`src/core/lpcm_regs.svh`:
```
// constants for the low-power clock mode controller
`ifndef LPCM_REGS_SVH
`define LPCM_REGS_SVH
// divider select encodings for the two-bit field
`define LPCM_DIV_NONE    2'h0
`define LPCM_DIV_BY2     2'h1
`define LPCM_DIV_BY4     2'h2
`define LPCM_DIV_BY16    2'h3
// divide ratios
`define LPCM_RATIO_2     5'h02
`define LPCM_RATIO_4     5'h04
`define LPCM_RATIO_8     5'h08
`define LPCM_RATIO_16    5'h10
`define LPCM_RATIO_32    6'h20
// reset value of main divide select zero
`define LPCM_DIVSEL0_RST 1'b1
// oscillator restart settle time after stop exit
`define LPCM_SETTLE_NS   1600
`define LPCM_CLK_NS      100
`define LPCM_SETTLE_CYC  ((`LPCM_SETTLE_NS + `LPCM_CLK_NS - 1) / `LPCM_CLK_NS)
// clock output source select
`define LPCM_CO_SUB      2'h0
`define LPCM_CO_DIV8     2'h1
`define LPCM_CO_DIV32    2'h2
`endif

```
`src/core/lpcm_pkg.sv`:
```
// types for the low-power clock mode controller
package lpcm_pkg;
	// power state, gray coded along run-wait-stop-wake
	typedef enum logic [1:0] {
		LPCM_RUN  = 2'b00,
		LPCM_WAIT = 2'b01,
		LPCM_STOP = 2'b11,
		LPCM_WAKE = 2'b10
	} lpcm_state_t;

	// external bus pins guarded in low-power states
	typedef struct packed {
		logic [15:0] address;
		logic [15:0] data;
		logic [3:0]  chip_select_line;
		logic        byte_high_enable;
		logic        read_strobe;
		logic        write_strobe;
		logic        write_low_strobe;
		logic        write_high_strobe;
		logic        hold_acknowledge;
		logic        bus_clock;
		logic        latch_enable;
	} lpcm_bus_t;

	// clock gate enables to the rest of the chip
	typedef struct packed {
		logic system_clock;
		logic peripheral;
		logic serial_peripheral_clock;
		logic subclock_direct;
		logic subclock_div32;
		logic converter_clock;
		logic watchdog;
		logic main_osc;
		logic sub_osc;
	} lpcm_gates_t;
endpackage

```
`src/core/lpcm_ctrl.sv`:
```
// low-power state and system clock divider control
`timescale 1ns/1ns
`include "lpcm_regs.svh"
module lpcm_ctrl #(
	parameter int SETTLE_CYC = `LPCM_SETTLE_CYC
) (
	input  wire logic                 clk,
	input  wire logic                 rst_b,
	input  wire logic                 clk_en,
	input  wire logic                 all_clock_halt_wr,
	input  wire logic                 wait_instr,
	input  wire logic                 wait_periph_halt,
	input  wire logic                 irq_wake,
	input  wire logic                 subclock_select,
	input  wire logic                 main_clock_halt,
	input  wire logic                 divsel_wr,
	input  wire logic                 divsel_zero_in,
	input  wire logic [1:0]           divsel_field_in,
	input  wire logic                 ext_bus_mode,
	input  wire logic [1:0]           clock_out_select,
	input  wire logic                 subclock_tick,
	input  wire logic                 timer_ext_event,
	input  wire logic                 serial_ext_clock,
	input  wire lpcm_pkg::lpcm_bus_t  bus_in,
	input  wire logic [7:0]           port_in,
	output lpcm_pkg::lpcm_bus_t       bus_out,
	output logic [7:0]                port_out,
	output logic                      clock_output_pin,
	output lpcm_pkg::lpcm_gates_t     gates,
	output logic                      system_clock_tick,
	output logic                      peripheral_clock_div8,
	output logic                      peripheral_clock_div32,
	output logic                      timer_ext_count,
	output logic                      serial_ext_run,
	output logic                      irq_service,
	output logic                      main_divide_select_zero,
	output logic [1:0]                divide_select,
	output lpcm_pkg::lpcm_state_t     power_state
);
	import lpcm_pkg::*;

	// ----------------------------------------
	// helpers
	// ----------------------------------------
	// ratio chosen by the divider controls
	function automatic logic [4:0] div_ratio(input logic sel0, input logic [1:0] fld);
		if (sel0) begin
			div_ratio = `LPCM_RATIO_8;
		end else begin
			case (fld)
				`LPCM_DIV_NONE: div_ratio = 5'h01;
				`LPCM_DIV_BY2:  div_ratio = `LPCM_RATIO_2;
				`LPCM_DIV_BY4:  div_ratio = `LPCM_RATIO_4;
				default:        div_ratio = `LPCM_RATIO_16;
			endcase
		end
	endfunction

	// ----------------------------------------
	// power state machine
	// ----------------------------------------
	lpcm_state_t state;
	lpcm_state_t next_state;
	logic [15:0] settle;
	logic [15:0] next_settle;
	logic        divsel0;
	logic        next_divsel0;
	logic [1:0]  divfld;
	logic [1:0]  next_divfld;
	logic        wait_halt;
	logic        next_wait_halt;
	logic        service;
	logic        next_service;

	// transitions; reset is the synchronous rst_b itself
	always_comb begin
		next_state     = state;
		next_settle    = settle;
		next_divsel0   = divsel0;
		next_divfld    = divfld;
		next_wait_halt = wait_halt;
		next_service   = 1'b0;
		case (state)
			LPCM_RUN: begin
				if (divsel_wr) begin
					next_divsel0 = divsel_zero_in;
					next_divfld  = divsel_field_in;
				end
				if (all_clock_halt_wr) begin
					next_state = LPCM_STOP;
					if (!subclock_select) begin
						next_divsel0 = 1'b1;
					end
				end else if (wait_instr) begin
					next_state     = LPCM_WAIT;
					next_wait_halt = wait_periph_halt;
				end
			end
			LPCM_WAIT: begin
				if (irq_wake) begin
					// divider regs untouched so the entry clock returns
					next_state     = LPCM_RUN;
					next_wait_halt = 1'b0;
					next_service   = 1'b1;
				end
			end
			LPCM_STOP: begin
				if (irq_wake) begin
					next_state  = LPCM_WAKE;
					next_settle = 16'(SETTLE_CYC);
				end
			end
			LPCM_WAKE: begin
				// hold the processor clock off while oscillators settle
				if (settle <= 16'h0001) begin
					next_state   = LPCM_RUN;
					next_settle  = 16'h0000;
					next_service = 1'b1;
				end else begin
					next_settle = settle - 16'h0001;
				end
			end
			default: next_state = LPCM_RUN;
		endcase
	end

	// registers, frozen while clk_en is low
	always_ff @(posedge clk) begin
		if (!rst_b) begin
			state     <= LPCM_RUN;
			settle    <= 16'h0000;
			divsel0   <= `LPCM_DIVSEL0_RST;
			divfld    <= `LPCM_DIV_NONE;
			wait_halt <= 1'b0;
			service   <= 1'b0;
		end else if (clk_en) begin
			state     <= next_state;
			settle    <= next_settle;
			divsel0   <= next_divsel0;
			divfld    <= next_divfld;
			wait_halt <= next_wait_halt;
			service   <= next_service;
		end
	end

	// ----------------------------------------
	// dividers
	// ----------------------------------------
	logic [4:0] sys_cnt;
	logic [4:0] next_sys_cnt;
	logic [4:0] per_cnt;
	logic [4:0] next_per_cnt;
	logic       sys_tick;
	logic       next_sys_tick;
	logic       p8;
	logic       next_p8;
	logic       p32;
	logic       next_p32;
	logic       co;
	logic       next_co;
	logic       run_sys;
	logic       run_per;

	// system clock only in run; peripherals also in wait without halt
	assign run_sys = (state == LPCM_RUN);
	assign run_per = run_sys || (state == LPCM_WAIT && !wait_halt);

	// tick generation: sub-clock tick when subclock selected
	always_comb begin
		next_sys_cnt  = sys_cnt;
		next_sys_tick = 1'b0;
		next_per_cnt  = per_cnt;
		next_p8       = p8;
		next_p32      = p32;
		if (run_sys) begin
			if (subclock_select) begin
				next_sys_tick = subclock_tick;
			end else if (sys_cnt + 5'h01 >= div_ratio(divsel0, divfld)) begin
				next_sys_cnt  = 5'h00;
				next_sys_tick = 1'b1;
			end else begin
				next_sys_cnt = sys_cnt + 5'h01;
			end
		end
		if (run_per) begin
			next_per_cnt = per_cnt + 5'h01;
			next_p8      = next_per_cnt[2];
			next_p32     = next_per_cnt[4];
		end
		// clock output pin
		next_co = co;
		case (clock_out_select)
			`LPCM_CO_SUB: begin
				if (state == LPCM_STOP || state == LPCM_WAKE) begin
					next_co = 1'b1;
				end else if (subclock_tick) begin
					next_co = ~co;
				end
			end
			`LPCM_CO_DIV8:  next_co = run_per ? next_p8 : co;
			`LPCM_CO_DIV32: next_co = run_per ? next_p32 : co;
			default:        next_co = co;
		endcase
	end

	always_ff @(posedge clk) begin
		if (!rst_b) begin
			sys_cnt  <= 5'h00;
			sys_tick <= 1'b0;
			per_cnt  <= 5'h00;
			p8       <= 1'b0;
			p32      <= 1'b0;
			co       <= 1'b0;
		end else if (clk_en) begin
			sys_cnt  <= next_sys_cnt;
			sys_tick <= next_sys_tick;
			per_cnt  <= next_per_cnt;
			p8       <= next_p8;
			p32      <= next_p32;
			co       <= next_co;
		end
	end

	// ----------------------------------------
	// pin hold in low-power states
	// ----------------------------------------
	lpcm_bus_t bus_q;
	lpcm_bus_t next_bus_q;
	logic [7:0] port_q;
	logic [7:0] next_port_q;
	logic       low_power;

	assign low_power = (state != LPCM_RUN);

	// capture live values while running, freeze otherwise; in external bus mode strobes are forced
	// from the entry edge on, so no cycle of the low-power state shows them low
	always_comb begin
		next_bus_q  = low_power ? bus_q : bus_in;
		next_port_q = low_power ? port_q : port_in;
		if (next_state != LPCM_RUN && ext_bus_mode) begin
			next_bus_q.read_strobe       = 1'b1;
			next_bus_q.write_strobe      = 1'b1;
			next_bus_q.write_low_strobe  = 1'b1;
			next_bus_q.write_high_strobe = 1'b1;
			next_bus_q.hold_acknowledge  = 1'b1;
			next_bus_q.bus_clock         = 1'b1;
			next_bus_q.latch_enable      = 1'b1;
		end
	end

	always_ff @(posedge clk) begin
		if (!rst_b) begin
			bus_q  <= '0;
			port_q <= 8'h00;
		end else if (clk_en) begin
			bus_q  <= next_bus_q;
			port_q <= next_port_q;
		end
	end

	// ----------------------------------------
	// outputs
	// ----------------------------------------
	// gate enables follow the registered state
	always_comb begin
		gates.system_clock            = run_sys;
		gates.peripheral              = run_per;
		gates.serial_peripheral_clock = run_per;
		gates.subclock_direct         = (state != LPCM_STOP);
		gates.subclock_div32          = (state != LPCM_STOP);
		gates.converter_clock         = run_per;
		gates.watchdog                = run_sys;
		gates.main_osc                = (state != LPCM_STOP)
		                                && !(subclock_select && main_clock_halt);
		gates.sub_osc                 = (state != LPCM_STOP);
	end

	assign bus_out                 = bus_q;
	assign port_out                = port_q;
	assign clock_output_pin        = co;
	assign system_clock_tick       = sys_tick;
	assign peripheral_clock_div8   = p8;
	assign peripheral_clock_div32  = p32;
	assign timer_ext_count         = timer_ext_event;
	assign serial_ext_run          = serial_ext_clock;
	assign irq_service             = service;
	assign main_divide_select_zero = divsel0;
	assign divide_select           = divfld;
	assign power_state             = state;

	// ----------------------------------------
	// checks
	// ----------------------------------------
	property p_stop_entry;
		@(posedge clk) disable iff (!rst_b)
		(clk_en && state == LPCM_RUN && all_clock_halt_wr) |=> state == LPCM_STOP;
	endproperty
	a_stop_entry: assert property (p_stop_entry) else $error("stop not entered");

	property p_stop_gates;
		@(posedge clk) disable iff (!rst_b)
		state == LPCM_STOP |-> !gates.system_clock && !gates.converter_clock
		                       && !gates.watchdog && !gates.main_osc;
	endproperty
	a_stop_gates: assert property (p_stop_gates) else $error("clock live in stop");

	property p_wake_settle;
		@(posedge clk) disable iff (!rst_b)
		(clk_en && state == LPCM_STOP && irq_wake) |=> !gates.system_clock[*2];
	endproperty
	a_wake_settle: assert property (p_wake_settle) else $error("early clock");

	property p_divsel_stop;
		@(posedge clk) disable iff (!rst_b)
		(clk_en && state == LPCM_RUN && all_clock_halt_wr && !subclock_select)
		|=> divsel0;
	endproperty
	a_divsel_stop: assert property (p_divsel_stop) else $error("sel0 not set");

	property p_wait_entry;
		@(posedge clk) disable iff (!rst_b)
		(clk_en && state == LPCM_RUN && !all_clock_halt_wr && wait_instr)
		|=> state == LPCM_WAIT && !gates.watchdog && gates.main_osc == !(subclock_select
		&& main_clock_halt);
	endproperty
	a_wait_entry: assert property (p_wait_entry) else $error("bad wait entry");

	property p_wait_halt;
		@(posedge clk) disable iff (!rst_b)
		(state == LPCM_WAIT && wait_halt) |-> !gates.peripheral && gates.subclock_div32;
	endproperty
	a_wait_halt: assert property (p_wait_halt) else $error("periph not gated");

	property p_wait_exit;
		@(posedge clk) disable iff (!rst_b)
		(clk_en && state == LPCM_WAIT && irq_wake)
		|=> state == LPCM_RUN && irq_service && $stable(divsel0) && $stable(divfld);
	endproperty
	a_wait_exit: assert property (p_wait_exit) else $error("bad wait exit");

	property p_strobes_high;
		@(posedge clk) disable iff (!rst_b)
		(clk_en && low_power && ext_bus_mode)
		|=> bus_out.read_strobe && bus_out.bus_clock && bus_out.latch_enable;
	endproperty
	a_strobes_high: assert property (p_strobes_high) else $error("strobe low");

	property p_ports_hold;
		@(posedge clk) disable iff (!rst_b)
		(low_power && $past(low_power)) |-> $stable(port_out);
	endproperty
	a_ports_hold: assert property (p_ports_hold) else $error("port moved");

	property p_co_stop;
		@(posedge clk) disable iff (!rst_b)
		(clk_en && state == LPCM_STOP && clock_out_select == `LPCM_CO_SUB)
		|=> clock_output_pin;
	endproperty
	a_co_stop: assert property (p_co_stop) else $error("clock out not high");
endmodule

```
`config.mk`:
```
export PLATFORM = sky130hd
export DESIGN_NAME = lpcm_ctrl
export DESIGN_NICKNAME = d
export VERILOG_FILES = /design/src/core/lpcm_pkg.sv /design/src/core/lpcm_ctrl.sv
export VERILOG_INCLUDE_DIRS = /design/src /design/src/core
export SDC_FILE = /design/constraint.sdc
export NUM_CORES = 1
export LEC_CHECK = 0
export ABC_CLOCK_PERIOD_IN_PS = 2100
export BUFFER_PORTS_ARGS = -buffer_cell sky130_fd_sc_hd__buf_2
export CAP_MARGIN = 40
export CORE_ASPECT_RATIO = 1.4
export CORE_MARGIN = 8
export CORE_UTILIZATION = 47
export CTS_BUF_LIST = sky130_fd_sc_hd__clkbuf_4 sky130_fd_sc_hd__clkbuf_8
export CTS_CLUSTER_SIZE = 14
export DETAILED_ROUTE_END_ITERATION = 7
export PLACE_DENSITY_LB_ADDON = 0.2
export SETUP_SLACK_MARGIN = 0.15
export SYNTH_ARGS = -nofsm -noshare
export SYNTH_HDL_FRONTEND = slang
export SYNTH_SLANG_ARGS = --single-unit
```
`constraint.sdc`:
```
create_clock -name clk -period 2.1 [get_ports clk]
set_input_delay 0.42 -clock clk [delete_from_list [all_inputs] [get_ports clk]]
set_output_delay 0.42 -clock clk [all_outputs]
set_load 0.005 [all_outputs]
```
# ---- After elaboration in Yosys (flattened, before gate mapping)
# Cells that the tools add are included.
dict set report op_classes {
  bitwise_logic 3
  n_addsub 3
  n_reduce_logical 25
  n_eq_ne 16
  magnitude_cmp 2
  muxes 36
}
# operator count
set ops {}
lappend ops {{$mux W16} 2}
lappend ops {{$pmux W16 S2} 1}
lappend ops {{$mux W5} 4}
lappend ops {{$mux W1} 17}
lappend ops {{$le A16 B1 Y1 const B} 1}
lappend ops {{$sub A16 B1 Y16 const B} 1}
lappend ops {{$pmux W5 S3} 1}
lappend ops {{$mux W7} 2}
lappend ops {{$ne A2 B2 Y1 const B} 7}
lappend ops {{$add A5 B1 Y5 const B} 2}
lappend ops {{$mux W2} 5}
lappend ops {{$reduce_and A5 Y1} 2}
lappend ops {{$reduce_and A3 Y1} 3}
lappend ops {{$eq A2 B2 Y1 const B} 4}
lappend ops {{$pmux W2 S4} 1}
lappend ops {{$reduce_and A2 Y1} 4}
lappend ops {{$reduce_bool A2 Y1} 4}
lappend ops {{$eq A2 B1 Y1 const B} 3}
lappend ops {{$logic_not A2 Y1} 3}
lappend ops {{$ge A5 B5 Y1} 1}
lappend ops {{$logic_and A1 B1 Y1} 4}
lappend ops {{$pmux W1 S2} 2}
lappend ops {{$ne A3 B3 Y1 const B} 1}
lappend ops {{$not A1 Y1} 3}
lappend ops {{5 further kinds} 7}
dict set report word_totals {
  output_inout_bits 73
  elab_cells 109
  in_bits 71
  regBits 89
}

# ---- Logic depth before layout (Yosys ltp)
# Gate-level depths: netlist of the first run.
dict set report depth {
  depth_word 9
  mapped_depth 9
  depth_no_buf 8
}

# ---- Least setup slack after synthesis of the first run
# Ideal clock, no wire load.
dict set report synth_path {
  kind {reg2reg}
  start {register state[0], in the netlist power_state[0]}
  end {register settle[12]}
  synth_period_minus_slack_ps 2141
  arrival_time_ps 2024
  setup_ps 117
  required_ps 1983
  stages_incl_launch_ff 8
  setup_slack_ps -41
  path_buffers 0
  path_cell_list {dfxtp_1 ha_1 mux2_2 nand4_1 or4_1 or4_1 xor2_1 nor2_1}
}
dict set report synth_between {
  elab_chain_cells 3
  word_cells_on_any_way 6
  classes_between {eq/ne: 3; mux: 1; reduce/logical: 2}
}
# item line_no
set synth_rtl {}
lappend synth_rtl {{start, declared} lpcm_ctrl.sv:62} ;# lpcm_state_t state;
lappend synth_rtl {{start signal, assigned} lpcm_ctrl.sv:137} ;# state <= next_state;
lappend synth_rtl {{$eq A2 B2 Y1} lpcm_ctrl.sv:83} ;# case (state)
lappend synth_rtl {{$ne A2 B2 Y1 (no line) / $reduce_bool A2 Y1 (equally long branches)} --}
lappend synth_rtl {{$reduce_and A3 Y1 (no line)} --}
lappend synth_rtl {{end signal, assigned} lpcm_ctrl.sv:138} ;# settle <= next_settle;
lappend synth_rtl {{end, declared} lpcm_ctrl.sv:64} ;# logic [15:0] settle;
# Several ways; a longest one is shown, not always the timed one.
# A chain may end at the register's enable or synchronous reset.

# ---- Worst setup path in the final report of the first run
dict set report layout_path {
  start {register settle[14]}
  end {register bus_q (netlist bit bus_out[1])}
}
dict set report layout_between {
  elab_chain_cells 7
  word_cells_on_any_way 8
  classes_between {order compare: 1; eq/ne: 1; mux: 3; reduce/logical: 3}
}
# item line_no
set layout_rtl {}
lappend layout_rtl {{$le A16 B1 Y1 (*)} lpcm_ctrl.sv:115} ;# if (settle <= 16'h0001) begin
lappend layout_rtl {{$mux W2 (*)} lpcm_ctrl.sv:115}
lappend layout_rtl {{$pmux W2 S4 (*)} lpcm_ctrl.sv:83}
lappend layout_rtl {{$reduce_bool A2 Y1 (*)} lpcm_ctrl.sv:240} ;# if (next_state != LPCM_RUN && ext_bus_mode) begin
lappend layout_rtl {{$logic_and A1 B1 Y1 (*)} lpcm_ctrl.sv:240}
lappend layout_rtl {{$ne A2 B1 Y1 (no line)} --}
lappend layout_rtl {{$reduce_and A2 Y1 (no line)} --}
lappend layout_rtl {{end signal, assigned} lpcm_ctrl.sv:256} ;# bus_q <= next_bus_q;
lappend layout_rtl {{end, declared} lpcm_ctrl.sv:227} ;# lpcm_bus_t bus_q;
# Every way passes the cells marked *; elsewhere a longest branch is shown, timed or not.

==> summary.json, run 1 <==
{
  "status": {"value": "completed"},
  "pwr-share-clk": {"value": 16.8, "unit": "%"},
  "clockRootBuffer": {"value": "sky130_fd_sc_hd__clkbuf_8"},
  "timing.critical_path.to_type": {"value": "flip-flop"},
  "timing.hold.worst.class": {"value": "in2reg"},
  "route.vias.total": {"value": 3914},
  "cap_violations": {"value": 0},
  "finalSetupTns": {"value": 0, "unit": "ns"},
  "htreeDepth": {"value": 3},
  "maxUsedRoutingLayer": {"value": "met4"},
  "slew_headroom": {"value": 75.8, "unit": "%"},
  "final_common_cell": {"value": "sky130_fd_sc_hd__buf_2"},
  "power_leakage": {"value": 0.00247, "unit": "uW"},
  "comb_power_share": {"value": 47.5, "unit": "%"},
  "cp_slowest_cell": {"value": "sky130_fd_sc_hd__or4_4"},
  "m1WireLength": {"value": 4520, "unit": "um"},
  "antenna_violations_before_repair": {"value": 0},
  "worstSetupStartpointType": {"value": "flip-flop"},
  "arrival": {"value": 2.34, "unit": "ns"},
  "switching_power": {"value": 2520, "unit": "uW"},
  "rsz0062_at_grt": {"value": "true"},
  "post_dp_cell_area": {"value": 0.00503, "unit": "mm^2"},
  "power_per_cell_area": {"value": 1210, "unit": "mW/mm^2"},
  "synth_top_cell_by_area": {"value": "sky130_fd_sc_hd__dfxtp_1"},
  "cp_cell_sequence": {"value": "or4_4 > nor4_4 > nand4b_1 > a21oi_2 > o21ai_4 > o221a_1"},
  "drive_gt1_share": {"value": 36.4, "unit": "%"},
  "chipHeight": {"value": 128, "unit": "um"},
  "rows": {"value": 40},
  "crit_required": {"value": 2.36, "unit": "ns"},
  "switching_share": {"value": 37.9, "unit": "%"},
  "number_of_buffers_created_by_cts": {"value": 9},
  "cts_tree": {"value": "done"},
  "number_of_i_o_port_buffers": {"value": 139},
  "flip_flop_cell_with_the_highest_count_after_synthesis": {"value": "sky130_fd_sc_hd__dfxtp_1"},
  "floorplan_core_area": {"value": 0.00861, "unit": "mm^2"},
  "timing_max_transition_violations_final": {"value": 0},
  "groute.usage.overall": {"value": 17.4, "unit": "%"},
  "avgSynthCellArea": {"value": 8.50, "unit": "um^2"},
  "tightest_slew": {"value": 0.359, "unit": "ns"},
  "fin_worst_skew": {"value": 0.00920, "unit": "ns"},
  "total_of_warnings_raised_by_yosys": {"value": 0},
  "drtIter0Drc": {"value": 119},
  "cts.sinks": {"value": 89},
  "met3_wire_len": {"value": 827, "unit": "um"},
  "die_area": {"value": 0.0122, "unit": "mm^2"},
  "net_count_after_synthesis": {"value": 579},
  "final-hold-violation-count": {"value": 0},
  "netlist_top_cells_area": {"value": "sky130_fd_sc_hd__dfxtp_1 (43%), sky130_fd_sc_hd__nand2_1 (10%), sky130_fd_sc_hd__a21boi_0 (9.4%)"},
  "syn_area": {"value": 0.00417, "unit": "mm^2"},
  "wl_met2": {"value": 5570, "unit": "um"},
  "grt_pass1_vias": {"value": 3665},
  "top_level_ports": {"value": 144},
  "hold_path_depth": {"value": 3},
  "post-synth-top-area-fraction": {"value": 42.7, "unit": "%"},
  "diodes": {"value": 0},
  "worst_skew_pair.late_latency": {"value": 0.36, "unit": "ns"},
  "critical_path_class": {"value": "reg2reg"},
  "async_set_or_reset_register_ratio_after_synthesis": {"value": 0, "unit": "%"},
  "totalWireLength": {"value": 11200, "unit": "um"},
  "initial_core_util": {"value": 48.5, "unit": "%"},
  "cell_total_after_placement": {"value": 719},
  "area_growth": {"value": 31.7, "unit": "%"},
  "clock_input_transition_at_the_sequential_cells_of_the_worst_setup_and_hold_paths": {"value": 0.09, "unit": "ns"},
  "ir_drop": {"value": 0.846, "unit": "mV"},
  "route.antenna.remaining_nets": {"value": 0},
  "fmax": {"value": 481, "unit": "MHz"},
  "share_seq_of_total_power": {"value": 35.7, "unit": "%"},
  "final_period_minus_worst_setup_slack": {"value": 2.08, "unit": "ns"},
  "die_width": {"value": 95.6, "unit": "um"},
  "grt_max_degree": {"value": 38},
  "first_pass_grt_wire_length": {"value": 17200, "unit": "um"},
  "place_hpwl": {"value": 8200, "unit": "um"},
  "cts-hold-fix-buffers": {"value": 0},
  "setup_violations": {"value": 0},
  "clock_tree.buffer_depth": {"value": 2},
  "globalplace.congestion": {"value": 0.861},
  "postSynthRegisterBits": {"value": 89},
  "synthesis.instances": {"value": 491},
  "fin_crit_sh": {"value": 99.1, "unit": "%"},
  "gr-total-overflow": {"value": 0},
  "seq_area_frac_synth": {"value": 42.7, "unit": "%"},
  "detail_route.wl_per_cell": {"value": 14.9, "unit": "um"},
  "fin_cells": {"value": 748},
  "synth_enable_flop_cells": {"value": 0},
  "layout.nets": {"value": 726},
  "yosysUniqueCellTypes": {"value": 53},
  "final_cell_mix": {"value": "sky130_fd_sc_hd__buf_2 (139), sky130_fd_sc_hd__nand2_1 (115), sky130_fd_sc_hd__dfxtp_1 (79), sky130_fd_sc_hd__a21boi_0 (51), sky130_fd_sc_hd__buf_4 (29)"},
  "timing.critical_path.fanout_max": {"value": 6},
  "cell_internal_pwr": {"value": 4130, "unit": "uW"},
  "hold-worst-slack": {"value": 0.297, "unit": "ns"},
  "post-route-drc-count": {"value": 0},
  "reg2reg_depth": {"value": 6},
  "cpPeakStageDelay": {"value": 0.54, "unit": "ns"},
  "post_drt_via_cell_ratio": {"value": 5.23},
  "final_design_area_no_fill": {"value": 0.00550, "unit": "mm^2"},
  "detailedRoute.firstPassIterationCount": {"value": 4}
}
-- final cells by class --
cell class | instances | area, um^2
clock buffers | 12 | 159
flip-flops and latches | 89 | 1800
well taps | 105 | 131
repair buffers | 172 | 967
multi-input cells | 350 | 2350
fillers | 745 | 3110
inverters | 16 | 65.1
clock inverters | 4 | 27.5
-- power groups by stage --
stage	sequential [uW]	clock (uW)	combinational, uW
detailed placement	2370	0	2660
CTS	2340	1150	2870
finish	2370	1120	3160
global route	2420	1220	3490
global placement	2350	0	2590
floorplan	2370	0	1740
-- routing by layer --
layer | global-route usage (%) | vias to the layer above
met5 | 0 | -
met4 | 8.54 | 0
met3 | 3.11 | 20
met2 | 29.4 | 127
met1 | 20.3 | 1815
li1 | - | 1952
-- flip-flops by register name (all words and copies together), names as in the netlist --
signal and flops:
port_out 8, power_state 2, clock_output_pin 1, system_clock_tick 1, per_cnt 5, peripheral_clock_div8 1, settle 16, irq_service 1
main_divide_select_zero 1, sys_cnt 5, wait_halt 1, divide_select 2, bus_out 44, peripheral_clock_div32 1
-- cell families after synthesis --
family / count (synthesis) / share of synthesized area [%]
and+or+nand+nor: 201 / 22.2
AOI/OAI and AO/OA: 108 / 19.3
DFF: 89 / 42.7
buffers and inverters: 52 / 5.55
xor gates and xnor gates: 21 / 4.41
adders and majority gates: 17 / 5.10
muxes: 3 / 0.749
-- stage by stage --
stage / total power [uW] / utilization, % / setup slack [ns]
after CTS: 6360 / 61.6 / 0.0600
after global routing: 7120 / 63.9 / -0.0960
after detailed placement: 5030 / 58.4 / 0.0292
after global placement: 4950 / 58.4 / 0.0795
final: 6640 / 63.9 / 0.0197
after floorplan: 4110 / - / 0.0690
-- synth_stat cells, types with 2 or more instances --
master                       n
sky130_fd_sc_hd__nand2_1   115
sky130_fd_sc_hd__dfxtp_1    89
sky130_fd_sc_hd__a21boi_0   52
sky130_fd_sc_hd__nor2_1     25
sky130_fd_sc_hd__clkbuf_1   24
sky130_fd_sc_hd__ha_1       17
sky130_fd_sc_hd__inv_1      16
sky130_fd_sc_hd__xnor2_1    13
sky130_fd_sc_hd__nand3_1    12
sky130_fd_sc_hd__a21oi_1    10
sky130_fd_sc_hd__and2_1     10
sky130_fd_sc_hd__buf_4       9
sky130_fd_sc_hd__o21ai_0     8
sky130_fd_sc_hd__xor2_1      8
sky130_fd_sc_hd__nor2b_1     6
sky130_fd_sc_hd__o221a_1     6
sky130_fd_sc_hd__nand2b_1    5
sky130_fd_sc_hd__nor3_1      4
sky130_fd_sc_hd__nor4_1      4
sky130_fd_sc_hd__or4_1       4
sky130_fd_sc_hd__nand4_1     3
sky130_fd_sc_hd__nand4b_1    3
sky130_fd_sc_hd__o211a_1     3
sky130_fd_sc_hd__o211ai_1    3
sky130_fd_sc_hd__o21a_1      3
sky130_fd_sc_hd__or3_1       3
sky130_fd_sc_hd__a211o_1     2
sky130_fd_sc_hd__a21o_1      2
sky130_fd_sc_hd__a31oi_1     2
sky130_fd_sc_hd__buf_2       2
sky130_fd_sc_hd__mux2i_1     2
sky130_fd_sc_hd__nor3b_1     2
sky130_fd_sc_hd__nor4b_1     2
sky130_fd_sc_hd__o22ai_1     2
sky130_fd_sc_hd__o31ai_1     2
-- worst paths after layout --
kind / from / end / slack [ns]
max: settle[14]$_SDFFE_PN0P_ / bus_out[1]$_SDFFE_PN0P_ / 0.02
max reg2reg: settle[14]$_SDFFE_PN0P_ / bus_out[1]$_SDFFE_PN0P_ / 0.02
min reg2reg: bus_out[34]$_SDFFE_PN0P_ / bus_out[34]$_SDFFE_PN0P_ / 0.46
min: bus_in[30] / bus_out[30]$_SDFFE_PN0P_ / 0.30
-- critical path, delay by kind of cell (launching register included) --
kind,cells,cell delay (ns)
AND/OR/NAND/NOR,3,1.01
AO/OA/AOI/OAI,3,0.64
flip-flops,1,0.33
-- repair_timing --
item                                   4_1_cts  5_1_grt
gates resized for setup                     11       38
endpoints found under the hold margin        0        0
pin swaps                                    2       20
setup buffers                                7        6
setup endpoints to repair                   16       36
Note: power is estimated with default switching activity, not from simulation.
==> inputs of run 2 (changes only) <==
--- a/config.mk
+++ b/config.mk
@@ -6,12 +6,12 @@
 export SDC_FILE = /design/constraint.sdc
 export NUM_CORES = 1
 export LEC_CHECK = 0
-export ABC_CLOCK_PERIOD_IN_PS = 2100
+export ABC_CLOCK_PERIOD_IN_PS = 2000
 export BUFFER_PORTS_ARGS = -buffer_cell sky130_fd_sc_hd__buf_2
 export CAP_MARGIN = 40
 export CORE_ASPECT_RATIO = 1.4
 export CORE_MARGIN = 8
-export CORE_UTILIZATION = 47
+export CORE_UTILIZATION = 31
 export CTS_BUF_LIST = sky130_fd_sc_hd__clkbuf_4 sky130_fd_sc_hd__clkbuf_8
 export CTS_CLUSTER_SIZE = 14
 export DETAILED_ROUTE_END_ITERATION = 7
==> constraint.sdc (replaced) <==
create_clock -name clk -period 2 [get_ports clk]
set_input_delay 0.4 -clock clk [delete_from_list [all_inputs] [get_ports clk]]
set_output_delay 0.4 -clock clk [all_outputs]
set_load 0.005 [all_outputs]
==> run 2 against run 1 <==
  * The flow now finishes with violations (setup timing)
  * First-iteration DRC count is 45% higher
  * Sequential power is 3% higher
  * Sequential share of layout area is 2.3 points lower
  * Worst hold slack worse by 0.018 ns
  * Critical path depth stayed put
  * Register-to-register slack worse by 0.097 ns
  * Global-route usage is 4.4 points lower
  * Wire length is 3.9% higher
  * Count of clock-buffer cells in the layout is 2 lower
  * Flip-flop and latch count stayed put
  * Via count is 1.1% lower
  * Final area is 7.3% higher
==> summary.json, run 2 (synthesis gave the netlist of run 1 again) <==
{
  "initial_core_util": {"value": 31.5, "unit": "%"},
  "detailedRoute.firstPassIterationCount": {"value": 4},
  "diodes": {"value": 0},
  "place_hpwl": {"value": 8550, "unit": "um"},
  "clockRootBuffer": {"value": "sky130_fd_sc_hd__clkbuf_8"},
  "worstSetupStartpointType": {"value": "flip-flop"},
  "post-route-drc-count": {"value": 0},
  "slew_headroom": {"value": 74.6, "unit": "%"},
  "fin_worst_skew": {"value": 0.0135, "unit": "ns"},
  "timing.hold.worst.class": {"value": "in2reg"},
  "finalSetupTns": {"value": -0.387, "unit": "ns"},
  "final_core_utilization": {"value": 44.5, "unit": "%"},
  "cp_slowest_cell": {"value": "sky130_fd_sc_hd__or4_4"},
  "cts.sinks": {"value": 89},
  "timing.critical_path.fanout_max": {"value": 6},
  "ir_drop": {"value": 0.869, "unit": "mV"},
  "number_of_i_o_port_buffers": {"value": 139},
  "cts_tree": {"value": "done"},
  "timing.critical_path.to_type": {"value": "flip-flop"},
  "route.vias.total": {"value": 3869},
  "final_cell_mix": {"value": "sky130_fd_sc_hd__buf_2 (139), sky130_fd_sc_hd__nand2_1 (115), sky130_fd_sc_hd__dfxtp_1 (81), sky130_fd_sc_hd__a21boi_0 (47), sky130_fd_sc_hd__buf_4 (44)"},
  "final_period_minus_worst_setup_slack": {"value": 2.08, "unit": "ns"},
  "die_width": {"value": 114, "unit": "um"},
  "cap_violations": {"value": 0},
  "cpPeakStageDelay": {"value": 0.54, "unit": "ns"},
  "final_common_cell": {"value": "sky130_fd_sc_hd__buf_2"},
  "floorplan_core_area": {"value": 0.0133, "unit": "mm^2"},
  "area_growth": {"value": 41.3, "unit": "%"},
  "number_of_buffers_created_by_cts": {"value": 9},
  "gr-total-overflow": {"value": 0},
  "post-route-worst-setup-slack": {"value": -0.0772, "unit": "ns"},
  "drive_gt1_share": {"value": 40.2, "unit": "%"},
  "crit_required": {"value": 2.25, "unit": "ns"},
  "final-hold-violation-count": {"value": 0},
  "fmax": {"value": 481, "unit": "MHz"},
  "largest_reg_flops": {"value": 44},
  "post_drt_via_cell_ratio": {"value": 4.57},
  "worst_skew_pair.late_latency": {"value": 0.36, "unit": "ns"},
  "grt_pass1_vias": {"value": 3869},
  "totalWireLength": {"value": 11600, "unit": "um"},
  "fin_crit_sh": {"value": 104, "unit": "%"},
  "top_level_ports": {"value": 144},
  "drtIter0Drc": {"value": 172},
  "power_leakage": {"value": 0.00263, "unit": "uW"},
  "cp_cell_sequence": {"value": "or4_4 > nor4_4 > nand4b_1 > a21oi_2 > o21ai_2 > o221a_1"},
  "tightest_slew": {"value": 0.379, "unit": "ns"},
  "clock_tree.buffer_depth": {"value": 2},
  "timing_max_transition_violations_final": {"value": 0},
  "layout.nets": {"value": 747},
  "violations": {"value": "setup timing"},
  "chipHeight": {"value": 153, "unit": "um"},
  "clock_input_transition_at_the_sequential_cells_of_the_worst_setup_and_hold_paths": {"value": 0.10, "unit": "ns"},
  "htreeDepth": {"value": 3},
  "rows": {"value": 50},
  "final_design_area_no_fill": {"value": 0.00590, "unit": "mm^2"},
  "route.antenna.remaining_nets": {"value": 0},
  "first_pass_grt_wire_length": {"value": 18700, "unit": "um"},
  "antenna_violations_before_repair": {"value": 0},
  "status": {"value": "finished with violations"},
  "rsz0062_at_grt": {"value": "true"},
  "grt_max_degree": {"value": 52},
  "globalplace.congestion": {"value": 0.784},
  "arrival": {"value": 2.33, "unit": "ns"},
  "critical_path_class": {"value": "reg2reg"},
  "die_area": {"value": 0.0175, "unit": "mm^2"},
  "groute.usage.overall": {"value": 13.0, "unit": "%"},
  "detail_route.wl_per_cell": {"value": 13.7, "unit": "um"},
  "power_per_cell_area": {"value": 1280, "unit": "mW/mm^2"},
  "setup_violations": {"value": 7},
  "post_dp_cell_area": {"value": 0.00531, "unit": "mm^2"}
}
[run 2: cell type report]
| type | instances | area (um^2) |
|---|---|---|
| clock inverters | 6 | 90.1 |
| clock buffers | 10 | 131 |
| fillers | 1340 | 7370 |
| multi-input cells | 350 | 2420 |
| flip-flops and latches | 89 | 1800 |
| repair buffers | 193 | 1160 |
| inverters | 16 | 65.1 |
| well taps | 182 | 228 |
[run 2: worst paths after layout]
| path | start | endpoint | slack [ns] | depth (start not counted) |
|---|---|---|---|---|
| min | bus_in[35] | bus_out[35]$_SDFFE_PN0P_ | 0.28 | 3 |
| min reg2reg | port_out[0]$_SDFFE_PN0P_ | port_out[0]$_SDFFE_PN0P_ | 0.46 | 2 |
| max | settle[14]$_SDFFE_PN0P_ | bus_out[1]$_SDFFE_PN0P_ | -0.08 | 6 |
| max reg2reg | settle[14]$_SDFFE_PN0P_ | bus_out[1]$_SDFFE_PN0P_ | -0.08 | 6 |
[run 2: what timing repair did]
item / 4_1_cts / 5_1_grt
resized for setup: 17 / 52
hold buffers: 0 / 0
pin swaps: 6 / 29
setup endpoints to repair: 43 / 41
setup buffers: 7 / 7
[run 2: routing by layer]
| layer | share of wire [%] | track usage (%) | vias up |
|---|---|---|---|
| met1 | 42 | 14.6 | 1780 |
| met5 | 0 | 0 | - |
| met2 | 51 | 22.4 | 90 |
| li1 | - | - | 1992 |
| met3 | 6.6 | 4.46 | 7 |
| met4 | 1.0 | 3.82 | 0 |
[run 2: worst max-delay path: cells and delay by family, from the launching register on]
family | cells | cell delay, ns
simple gates | 3 | 1.05
flops | 1 | 0.33
compound gates | 3 | 0.60
[run 2: metrics by stage]
stage	cells	worst slack, ns	hold WS, ns	total power [uW]
3_3_place_gp	816	-0.0268	0.447	5530
3_5_place_dp	816	-0.0757	0.453	5580
4_1_cts	839	-0.0958	0.255	7270
2_1_floorplan	491	-0.0281	0.454	4320
5_1_grt	846	-0.215	0.258	8090
6_report	846	-0.0772	0.279	7540
[run 2: report_power, final]
group	internal, uW	switching, uW
Sequential	2180	267
Combinational	1890	1810
Clock	726	667
Total	4800	2740
